**src/logic/flow_avg_defs.vh**
```
// constants for the flow averaging and flag block
`ifndef FLOW_AVG_DEFS_VH
`define FLOW_AVG_DEFS_VH
// register byte offsets
`define REG_CONTROL 4'h0
`define REG_FLOW 4'h4
`define REG_TEMP 4'h8
`define REG_FLAGS 4'hc
// control register fields
`define CTRL_RUN 0
`define CTRL_IRQ_EN 1
`define CTRL_RESET 8'h00
// flag word fields
`define FLAG_AIR 0
`define FLAG_HIGH 1
`define FLAG_EXP 5
// timing, in microseconds, and the clock in MHz
`define CLK_MHZ 25
`define SAMPLE_US 500
`define TEMP_US 12000
`define FIRST_US 12000
`define MEAN_US 100000
`define READY_US 25000
// alpha = 0.0125 = 1/80
`define ALPHA_DIV 80
`endif

```
**src/logic/flow_avg.v**
```verilog
// flow sample averaging, sticky flags, temperature hold and new-data line
// Function
// [RQ1] start command runs sampling every 0.5 ms
// [RQ2] readout value averages all samples since last read
// [RQ3] under 100 ms use arithmetic mean
// [RQ4] after 100 ms exponential smoothing, alpha 0.0125
// [RQ5] smoothing seeded from mean at 100 ms
// [RQ6] flag bit 5 set while smoothing
// [RQ7] host should read within 100 ms
// [RQ8] temperature sampled about every 12 ms
// [RQ9] temperature not averaged, latest returned
// [RQ10] high-flow and air flags sticky until read
// [RQ11] sample over limit sets flag bit 1
// [RQ12] bit 1 holds until flag read clears it
// [RQ13] air flag only for large bubbles/empty channel
// [RQ14] host should not rely on air flag
// [RQ15] bus answers within 25 ms of power-up
// [RQ16] idle after reset until start command
// [RQ17] first result about 12 ms after start
// [RQ18] host waits 50 ms warm-up for accuracy
// [RQ19] new-data line inactive until enabled
// [RQ20] enabled new-data line low when data new
// [RQ21] new-data line goes high on flow read
// [RQ22] flag bit 0 air, bit 1 high flow, bit 5 smoothing, others reserved
// [RQ23] flow read restarts averaging and timer
// [RQ24] reserved flag bits read zero
//
// Implementation choices: the Avalon-MM register port and the address map.
`timescale 1ns/100ps
`default_nettype none
`include "flow_avg_defs.vh"
module flow_avg #(
   parameter [31:0] SAMPLE_CYC = `SAMPLE_US * `CLK_MHZ,
   parameter [31:0] TEMP_CYC = `TEMP_US * `CLK_MHZ,
   parameter [31:0] FIRST_CYC = `FIRST_US * `CLK_MHZ,
   parameter [31:0] MEAN_CYC = `MEAN_US * `CLK_MHZ,
   parameter [31:0] READY_CYC = `READY_US * `CLK_MHZ
) (
   // clock, reset, enable
   input wire clock,
   input wire reset_n,
   input wire clk_en,
   // measurement front end, asynchronous
   input wire [15:0] flow_sample,
   input wire [15:0] temp_sample,
   input wire high_flow_det,
   input wire air_det,
   // avalon-mm slave
   input wire [3:0] address,
   input wire read,
   input wire write,
   input wire [31:0] writedata,
   input wire [3:0] byteenable,
   output reg [31:0] readdata,
   output reg waitrequest,
   // new-data interrupt, active low
   output reg new_data_irq_n
);
   // sequencer states
   localparam ST_IDLE = 2'h0;
   localparam ST_INIT = 2'h1;
   localparam ST_RUN = 2'h2;

   // two-stage synchronisers, one per front-end bit; a multi-bit sample may
   // tear for a cycle while it changes, so the front end must hold each value
   // well beyond the two-clock delay
   wire [33:0] async_in = {air_det, high_flow_det, temp_sample, flow_sample};
   wire [33:0] sync2_bus;
   genvar gi;
   generate
      for (gi = 0; gi < 34; gi = gi + 1) begin : g_sync
         reg s1_ff;
         reg s2_ff;
         always @(posedge clock or negedge reset_n) begin
            if (!reset_n) begin
               s1_ff <= 1'b0;
               s2_ff <= 1'b0;
            end else if (clk_en) begin
               s1_ff <= async_in[gi];
               s2_ff <= s1_ff;
            end
         end
         assign sync2_bus[gi] = s2_ff;
      end
   endgenerate
   wire signed [15:0] s_flow = sync2_bus[15:0];
   wire [15:0] s_temp = sync2_bus[31:16];
   wire s_high = sync2_bus[32];
   wire s_air = sync2_bus[33];

   // sequencer and power-up
   reg [1:0] state_ff;
   reg [31:0] samp_cnt_ff;
   reg [31:0] temp_cnt_ff;
   reg [31:0] ready_cnt_ff;
   reg ready_ff;

   // host-written control bits
   reg [7:0] ctrl_ff;

   // averaging state; the window counter restarts on every flow read
   reg [31:0] win_cnt_ff;
   reg signed [31:0] acc_ff;
   reg [15:0] n_ff;
   reg signed [31:0] ema_ff;
   reg exp_ff;

   // held results, sticky flags and new-data status
   reg signed [15:0] flow_out_ff;
   reg [15:0] temp_ff;
   reg high_ff;
   reg air_ff;
   reg new_ff;

   // register decode, shared by the bus strobes
   function addr_is;
      input [3:0] a;
      input [3:0] reg_off;
      begin
         addr_is = (a == reg_off);
      end
   endfunction

   // bus decode, one-cycle wait so the answer is always registered; while
   // not ready a request simply stalls, so the master needs no power-up delay
   wire req = (read | write) & ready_ff;
   wire acc_go = req & waitrequest & clk_en;
   wire wr_ctrl = acc_go & write & addr_is(address, `REG_CONTROL) & byteenable[0];
   wire rd_flow = acc_go & read & addr_is(address, `REG_FLOW);
   wire rd_flag = acc_go & read & addr_is(address, `REG_FLAGS);
   wire run_bit = ctrl_ff[`CTRL_RUN];
   wire irq_en = ctrl_ff[`CTRL_IRQ_EN];

   // signed division helper for mean
   function signed [15:0] mean_of;
      input signed [31:0] sum;
      input [15:0] cnt;
      reg signed [31:0] q;
      begin
         q = 32'sh0;
         if (cnt != 16'h0)
            q = sum / $signed({16'h0, cnt});
         mean_of = q[15:0];
      end
   endfunction

   // one smoothing step in 16.16 fixed point, alpha = 1/80; the difference
   // is taken one bit wider so opposite full-scale values cannot wrap
   function signed [31:0] smooth;
      input signed [31:0] prev;
      input signed [31:0] samp;
      reg signed [32:0] diff;
      begin
         diff = $signed({samp[31], samp}) - $signed({prev[31], prev});
         diff = diff / `ALPHA_DIV;
         smooth = prev + diff[31:0];
      end
   endfunction

   // ticks fire only while running; the window counts run time only
   wire samp_tick = (state_ff == ST_RUN) & (samp_cnt_ff >= SAMPLE_CYC - 32'h1);
   wire temp_tick = (state_ff == ST_RUN) & (temp_cnt_ff >= TEMP_CYC - 32'h1);
   wire win_done = win_cnt_ff >= MEAN_CYC - 32'h1;
   // seed and sample in 16.16 fixed point
   wire signed [15:0] mean16 = mean_of(acc_ff, n_ff);
   wire signed [31:0] seed_fx = {mean16, 16'h0};
   wire signed [31:0] samp_fx = {s_flow, 16'h0};
   wire signed [31:0] samp_ext = {{16{s_flow[15]}}, s_flow};
   wire signed [31:0] ema_next = smooth(ema_ff, samp_fx);
   wire signed [31:0] ema_first = smooth(seed_fx, samp_fx);

   // power-up ready counter; the bus stalls until it expires, so a host that
   // polls early only sees a long wait, never a wrong answer; the counter
   // stops once ready
   always @(posedge clock or negedge reset_n) begin
      if (!reset_n) begin
         ready_cnt_ff <= 32'h0;
         ready_ff <= 1'b0;
      end else if (clk_en && !ready_ff) begin
         ready_cnt_ff <= ready_cnt_ff + 32'h1;
         if (ready_cnt_ff >= READY_CYC - 32'h1)
            ready_ff <= 1'b1; // RQ15
      end
   end

   // read mux; unmapped offsets answer zero, reserved flag bits read zero
   function [31:0] read_word;
      input [3:0] a;
      input [7:0] ctrl;
      input [15:0] flow;
      input [15:0] temp;
      input [2:0] flags;
      begin
         case (a)
            `REG_CONTROL: read_word = {24'h0, ctrl};
            `REG_FLOW: read_word = {{16{flow[15]}}, flow}; // RQ2
            `REG_TEMP: read_word = {16'h0, temp}; // RQ9
            // bits 2-4 and 6-31 read zero
            `REG_FLAGS: read_word = {26'h0, flags[2], 3'h0, flags[1:0]}; // RQ22 RQ24
            default: read_word = 32'h0;
         endcase
      end
   endfunction

   // answer handshake: low for exactly the cycle after a request is taken,
   // so back-to-back requests always cost two cycles each
   always @(posedge clock or negedge reset_n) begin
      if (!reset_n)
         waitrequest <= 1'b1;
      else if (clk_en)
         waitrequest <= ~acc_go; // RQ15
   end

   // control register; only byte 0 holds bits, writes elsewhere are
   // ignored so a stray write cannot start or stop a run
   always @(posedge clock or negedge reset_n) begin
      if (!reset_n)
         ctrl_ff <= `CTRL_RESET; // RQ16
      else if (wr_ctrl)
         ctrl_ff <= writedata[7:0];
   end

   // read data, captured at the taken edge and held until the next read
   always @(posedge clock or negedge reset_n) begin
      if (!reset_n) begin
         readdata <= 32'h0;
      end else if (acc_go && read) begin
         readdata <= read_word(address, ctrl_ff, flow_out_ff, temp_ff, {exp_ff, high_ff, air_ff});
      end
   end

   // measurement sequencer: idle until run is set, a start-up delay before
   // the first result, then one sample tick every sample period and one
   // temperature tick every temperature period
   always @(posedge clock or negedge reset_n) begin
      if (!reset_n) begin
         state_ff <= ST_IDLE;
         samp_cnt_ff <= 32'h0;
         temp_cnt_ff <= 32'h0;
      end else if (clk_en) begin
         case (state_ff)
            ST_IDLE: begin
               samp_cnt_ff <= 32'h0;
               temp_cnt_ff <= 32'h0;
               if (run_bit)
                  state_ff <= ST_INIT; // RQ1
            end
            ST_INIT: begin
               samp_cnt_ff <= samp_cnt_ff + 32'h1;
               if (!run_bit) begin
                  state_ff <= ST_IDLE;
               end else if (samp_cnt_ff >= FIRST_CYC - 32'h1) begin
                  state_ff <= ST_RUN; // RQ17
                  samp_cnt_ff <= SAMPLE_CYC - 32'h1;
                  temp_cnt_ff <= TEMP_CYC - 32'h1;
               end
            end
            ST_RUN: begin
               if (!run_bit)
                  state_ff <= ST_IDLE;
               samp_cnt_ff <= samp_tick ? 32'h0 : samp_cnt_ff + 32'h1; // RQ1
               temp_cnt_ff <= temp_tick ? 32'h0 : temp_cnt_ff + 32'h1; // RQ8
            end
            default: state_ff <= ST_IDLE;
         endcase
      end
   end

   // averaging: mean for the first 100 ms, then exponential smoothing;
   // past the window a late reader gets roughly the last 40 ms of flow (80 samples)
   always @(posedge clock or negedge reset_n) begin
      if (!reset_n) begin
         acc_ff <= 32'sh0;
         n_ff <= 16'h0;
         ema_ff <= 32'sh0;
         exp_ff <= 1'b0;
         win_cnt_ff <= 32'h0;
         flow_out_ff <= 16'sh0;
      end else if (clk_en) begin
         if (rd_flow) begin
            // restart the window; a sample on the read edge opens the new one
            // rather than being lost with the old sum
            exp_ff <= 1'b0;
            win_cnt_ff <= 32'h0;
            if (samp_tick) begin
               acc_ff <= samp_ext; // RQ23 RQ2
               n_ff <= 16'h1;
               flow_out_ff <= s_flow;
            end else begin
               acc_ff <= 32'sh0; // RQ23
               n_ff <= 16'h0;
            end
         end else if (state_ff != ST_RUN) begin
            // stopped: the 100 ms window and the smoothing flag start over
            exp_ff <= 1'b0;
            win_cnt_ff <= 32'h0;
         end else begin
            if (!win_done)
               win_cnt_ff <= win_cnt_ff + 32'h1;
            if (win_done && !exp_ff) begin
               exp_ff <= 1'b1; // RQ6
               // seed from the mean; a sample on this edge is applied at once
               if (samp_tick) begin
                  ema_ff <= ema_first; // RQ5 RQ4
                  flow_out_ff <= ema_first[31:16];
               end else begin
                  ema_ff <= seed_fx; // RQ5
               end
            end else if (samp_tick && exp_ff) begin
               ema_ff <= ema_next; // RQ4
               flow_out_ff <= ema_next[31:16]; // RQ4
            end else if (samp_tick) begin
               // mean kept live so a read always sees the current value
               acc_ff <= acc_ff + samp_ext; // RQ3
               n_ff <= n_ff + 16'h1;
               flow_out_ff <= mean_of(acc_ff + samp_ext, n_ff + 16'h1); // RQ2 RQ3
            end
         end
      end
   end

   // temperature hold: the latest reading only, never averaged, so a
   // reader sees at most one temperature period of age while the sequencer runs
   always @(posedge clock or negedge reset_n) begin
      if (!reset_n)
         temp_ff <= 16'h0;
      else if (clk_en && temp_tick)
         temp_ff <= s_temp; // RQ8 RQ9
   end

   // high-flow flag: an event in the read cycle wins over the clear,
   // so an event is never lost between two reads
   always @(posedge clock or negedge reset_n) begin
      if (!reset_n)
         high_ff <= 1'b0;
      else if (clk_en) begin
         if (samp_tick && s_high)
            high_ff <= 1'b1; // RQ11 RQ10
         else if (rd_flag)
            high_ff <= 1'b0; // RQ12
      end
   end

   // air flag, sampled at the temperature rate; the front end raises it only
   // for big bubbles or an empty channel, so it is a hint, not a safeguard
   always @(posedge clock or negedge reset_n) begin
      if (!reset_n)
         air_ff <= 1'b0;
      else if (clk_en) begin
         if (temp_tick && s_air)
            air_ff <= 1'b1; // RQ13 RQ10
         else if (rd_flag)
            air_ff <= 1'b0; // RQ10
      end
   end

   // new-data status: set per sample, cleared by a flow read; a sample in
   // the read cycle is new to the reader, so the set wins
   always @(posedge clock or negedge reset_n) begin
      if (!reset_n)
         new_ff <= 1'b0;
      else if (clk_en) begin
         if (samp_tick)
            new_ff <= 1'b1;
         else if (rd_flow)
            new_ff <= 1'b0; // RQ21
      end
   end

   // new-data line: a flow read always lifts it for at least one cycle; a
   // sample on that same edge keeps the status set and pulls it low again
   always @(posedge clock or negedge reset_n) begin
      if (!reset_n)
         new_data_irq_n <= 1'b1;
      else if (clk_en)
         new_data_irq_n <= ~(irq_en & (new_ff | samp_tick) & ~rd_flow); // RQ19 RQ20 RQ21
   end
endmodule // flow_avg
`default_nettype wire

```
**config.mk**
```make
export PLATFORM = sky130hd
export DESIGN_NAME = flow_avg
export DESIGN_NICKNAME = d
export VERILOG_FILES = /design/src/logic/flow_avg.v
export VERILOG_INCLUDE_DIRS = /design/src /design/src/logic
export SDC_FILE = /design/constraint.sdc
export NUM_CORES = 2
export LEC_CHECK = 0
export ABC_AREA = 1
export BUFFER_PORTS_ARGS = -buffer_cell sky130_fd_sc_hd__buf_4
export CORE_ASPECT_RATIO = 0.9
export CORE_MARGIN = 2
export CORE_UTILIZATION = 67
export DETAILED_ROUTE_END_ITERATION = 6
export GPL_TIMING_DRIVEN = 0
export HOLD_SLACK_MARGIN = 0.03
export PLACE_DENSITY = 0.92
export SLEW_MARGIN = 20
export SYNTH_ARGS = -nofsm -noshare
export SYNTH_HDL_FRONTEND = slang
export SYNTH_SLANG_ARGS = --single-unit
```
**constraint.sdc**
```tcl
create_clock -name clock -period 143.8 [get_ports clock]
set_clock_uncertainty 0.2 [all_clocks]
set_input_delay 7.19 -clock clock [delete_from_list [all_inputs] [get_ports clock]]
set_output_delay 7.19 -clock clock [all_outputs]
set_load 0.02 [all_outputs]
```
==> flow_summary_export.csv <==
group,metric,value,unit
logic_synthesis,syn-num-nets,14304,
grt,grt_max_degree,102,
logic_synthesis,ys.flop_type,"dfrtp_1",
clock_tree,path_clk_slew,0.06,ns
route,vias,89081,
worst_setup_path,cp_slowest_stage_delay,0.52,ns
clock_tree,h-tree-depth,2,
timing,fmax,7.65,MHz
grt,grt_pass1_vias,83884,
logic_synthesis,synth_edf_count,0,
worst_setup_path,worstRegToRegCells,830,
route,finalWirelength,241000,µm
cells_and_area,drive_gt1_share,8.70,%
die,initial_utilization,67.4,%
logic_synthesis,yosysWarnings,0,
run,drv_cap,0,
grt,grt.overflow.total,0,
place,globalplace.congestion,1.04,
worst_setup_path,crit_type,"register to register",
worst_setup_path,end_kind,"register",
clock_tree,clockRootBuffer,"clkbuf_16",
worst_setup_path,r2r_start,"n_ff[14]$_DFFE_PN0P_",
route,dr.pass1.iters,7,
clock_tree,clk_path_buf_depth,3,
cells_and_area,nNetsFinal,14444,
worst_setup_path,arrival,131.06,ns
logic_synthesis,yosysUniqueCellTypes,95,
die,core,119000,µm²
route,drt_iter0_markers,8111,
timing,slew_headroom,23.7,%
timing,fin_crit,130.74,ns
die,dieArea,122000,µm²
min_path,hold_depth,2,
grt,antenna_found_initial,3,
timing,finalHoldViolations,0,
worst_setup_path,reg2reg_to,"flow_out_ff[15]$_DFFE_PN0P_",
cells_and_area,seqCellArea,8560,µm²
route,ant_nets,0,
clock_tree,cts.sinks,342,
worst_setup_path,cp_max_fo,14,
grt,gr-usage-all-layers,37.5,%
min_path,hp-class,"register to register",
route,drcViolationCount,0,
route,wire_per_inst,16.0,µm
cells_and_area,multi_input_area,62200,µm²
logic_synthesis,seq_area_frac_synth,10.7,%
place,dp_hpwl,196000,µm
place,io_buffers,85,
logic_synthesis,synth.ff_latch_count,342,
die,fp.dieH,332,µm
status,status,"finished clean",
min_path,hold_start,"temp_cnt_ff[21]$_DFFE_PN0P_",
worst_setup_path,path_delay_family,"compound AO/OA/AOI/OAI gates",
clock_tree,cts_tree,"yes",
logic_synthesis,synthArstFlopShare,100,%
worst_setup_path,cp.required,144.12,ns
min_path,whs_endpoint,"temp_cnt_ff[21]$_DFFE_PN0P_",
clock_tree,cts_buffers,39,
cells_and_area,syn2layout_area_growth,5.80,%
timing,period_share,90.9,%
die,ios,113,
logic_synthesis,syn_inst,13284,
timing,maxSlewViolCount,0,
timing,setup-violations-final,0,
worst_setup_path,cp_slowest_cell,"dfrtp_1",
worst_setup_path,crit_path_frequent_cell,"nand2_1",
grt,grt_pass1_wl,394000,µm
route,via_per_inst,5.92,
place,postPlaceCellArea,83300,µm²
cells_and_area,final_area,84700,µm²
worst_setup_path,start_kind,"register",
die,placementRows,120,
logic_synthesis,netlist_area,80000,µm²
logic_synthesis,avgSynthCellArea,6.03,µm²
timing,hold_ws,0.263,ns
clock_tree,insertion_delay,0.59,ns
timing,worst_pin_slew,1.14,ns
cells_and_area,fillers,10010,
die,fp.dieW,368,µm
worst_setup_path,crit_buf_inv,210,
worst_setup_path,reg2reg_slack,13.06,ns
==> kinds of logic (layout without fill, tap and decap cells) <==
| logic type | after synthesis | in the layout | share of synthesized area [%] |
|---|---|---|---|
| fa+ha+maj | 941 | 941 | 14.7 |
| mux | 11 | 11 | 0.152 |
| compound gates | 2269 | 2269 | 16.2 |
| buf+inv | 2384 | 2553 | 11.9 |
| other cells | 0 | 1 | 0 |
| simple gates | 6463 | 6463 | 36.7 |
| xor+xnor | 874 | 874 | 9.67 |
| flops | 342 | 342 | 10.7 |
==> cells in the final DEF, fill, tap and decap left out, drive strengths merged, types with 50 or more instances in the layout <==
| cell type | netlist | final |
|---|---|---|
| a21o | 83 | 83 |
| a21oi | 798 | 798 |
| a31oi | 52 | 52 |
| buf | 87 | 188 |
| clkbuf | 167 | 216 |
| dfrtp | 340 | 340 |
| ha | 937 | 937 |
| inv | 2095 | 2098 |
| nand2 | 3740 | 3740 |
| nand3 | 987 | 987 |
| nand4 | 292 | 292 |
| nor2 | 1032 | 1032 |
| nor3 | 170 | 170 |
| o211ai | 50 | 50 |
| o21ai | 948 | 948 |
| o21bai | 78 | 78 |
| o31ai | 53 | 53 |
| or2 | 119 | 119 |
| xnor2 | 241 | 241 |
| xor2 | 633 | 633 |
==> layout make-up <==
cell class | instances | area share, %
repair buffers | 101 | 1.26
flip-flops and latches | 342 | 10.1
clock buffers | 51 | 1.28
clock inverters | 19 | 0.303
inverters | 2129 | 9.47
plain buffers | 253 | 1.80
diodes | 1 | 0.00295
multi-input cells | 10558 | 73.4
well taps | 1586 | 2.34
==> stage by stage <==
stage,worst slack [ns],util [%],TNS (ns),std cells
after CTS,14.04,71.3,0,15041
final,13.06,71.3,0,15040
after global placement,18.34,69.6,0,14955
after floorplan,36.64,-,0,13284
after global routing,-0.0599,71.3,-0.0599,15039
after detailed placement,14.70,70.1,0,14971
==> sequential cells by signal (all words and copies together), names as in the netlist, 2 cells and up <==
name / flops
g_sync.s1_ff: 34
g_sync.s2_ff: 34
acc_ff: 32
ema_ff: 32
ready_cnt_ff: 32
samp_cnt_ff: 32
temp_cnt_ff: 32
win_cnt_ff: 32
readdata: 17
flow_out_ff: 16
n_ff: 16
temp_ff: 16
ctrl_ff: 8
state_ff: 2
==> synthesized netlist by cell type, types with 106 or more instances <==
| master | n | area, µm² |
|---|---|---|
| a21oi_1 | 771 | 3860 |
| clkbuf_1 | 150 | 563 |
| dfrtp_1 | 340 | 8510 |
| ha_1 | 937 | 11700 |
| inv_1 | 1941 | 7290 |
| inv_2 | 152 | 571 |
| nand2_1 | 3475 | 13000 |
| nand2_2 | 217 | 1360 |
| nand3_1 | 888 | 4440 |
| nand4_1 | 280 | 1750 |
| nor2_1 | 904 | 3390 |
| nor3_1 | 156 | 781 |
| o21ai_0 | 851 | 4260 |
| or2_2 | 106 | 663 |
| xnor2_1 | 239 | 2090 |
| xor2_1 | 624 | 5470 |
==> repair_timing <==
item,CTS,global route
setup endpoints to repair,0,23
setup buffers,0,0
resized for setup,0,28
hold buffers,0,0
==> tightest hold or removal path, delay by kind of cell (launching register included) <==
kind / cells / cell delay [ns]
flip-flops: 1 / 0.34
AND/OR/NAND/NOR: 1 / 0.06
buffers and inverters: 1 / 0.04
==> metal layers <==
metal	vias up	global-route usage, %	share of wire [%]	wire [µm]
met4	2	13.3	3.6	8580
met2	3792	62.8	45	109000
met5	-	0	0.0029	7
met1	40954	48.4	43	102000
met3	662	6.07	8.6	20800
li1	43671	-	-	-
==> worst max path at each step <==
stage / startpoint / end / slack, ns / depth (start not counted)
finish: n_ff[14]$_DFFE_PN0P_ / flow_out_ff[15]$_DFFE_PN0P_ / 13.06 / 891
global route: n_ff[13]$_DFFE_PN0P_ / flow_out_ff[15]$_DFFE_PN0P_ / -0.06 / 888
CTS: n_ff[9]$_DFFE_PN0P_ / flow_out_ff[15]$_DFFE_PN0P_ / 14.04 / 891
detailed placement: n_ff[9]$_DFFE_PN0P_ / flow_out_ff[15]$_DFFE_PN0P_ / 14.70 / 921
global placement: n_ff[0]$_DFFE_PN0P_ / flow_out_ff[15]$_DFFE_PN0P_ / 18.34 / 1172
floorplan: n_ff[0]$_DFFE_PN0P_ / flow_out_ff[15]$_DFFE_PN0P_ / 36.64 / 1174
Power is left out: the tool's default activity adds up to more than one toggle a clock period on the data nets, which glitch-free logic cannot reach.
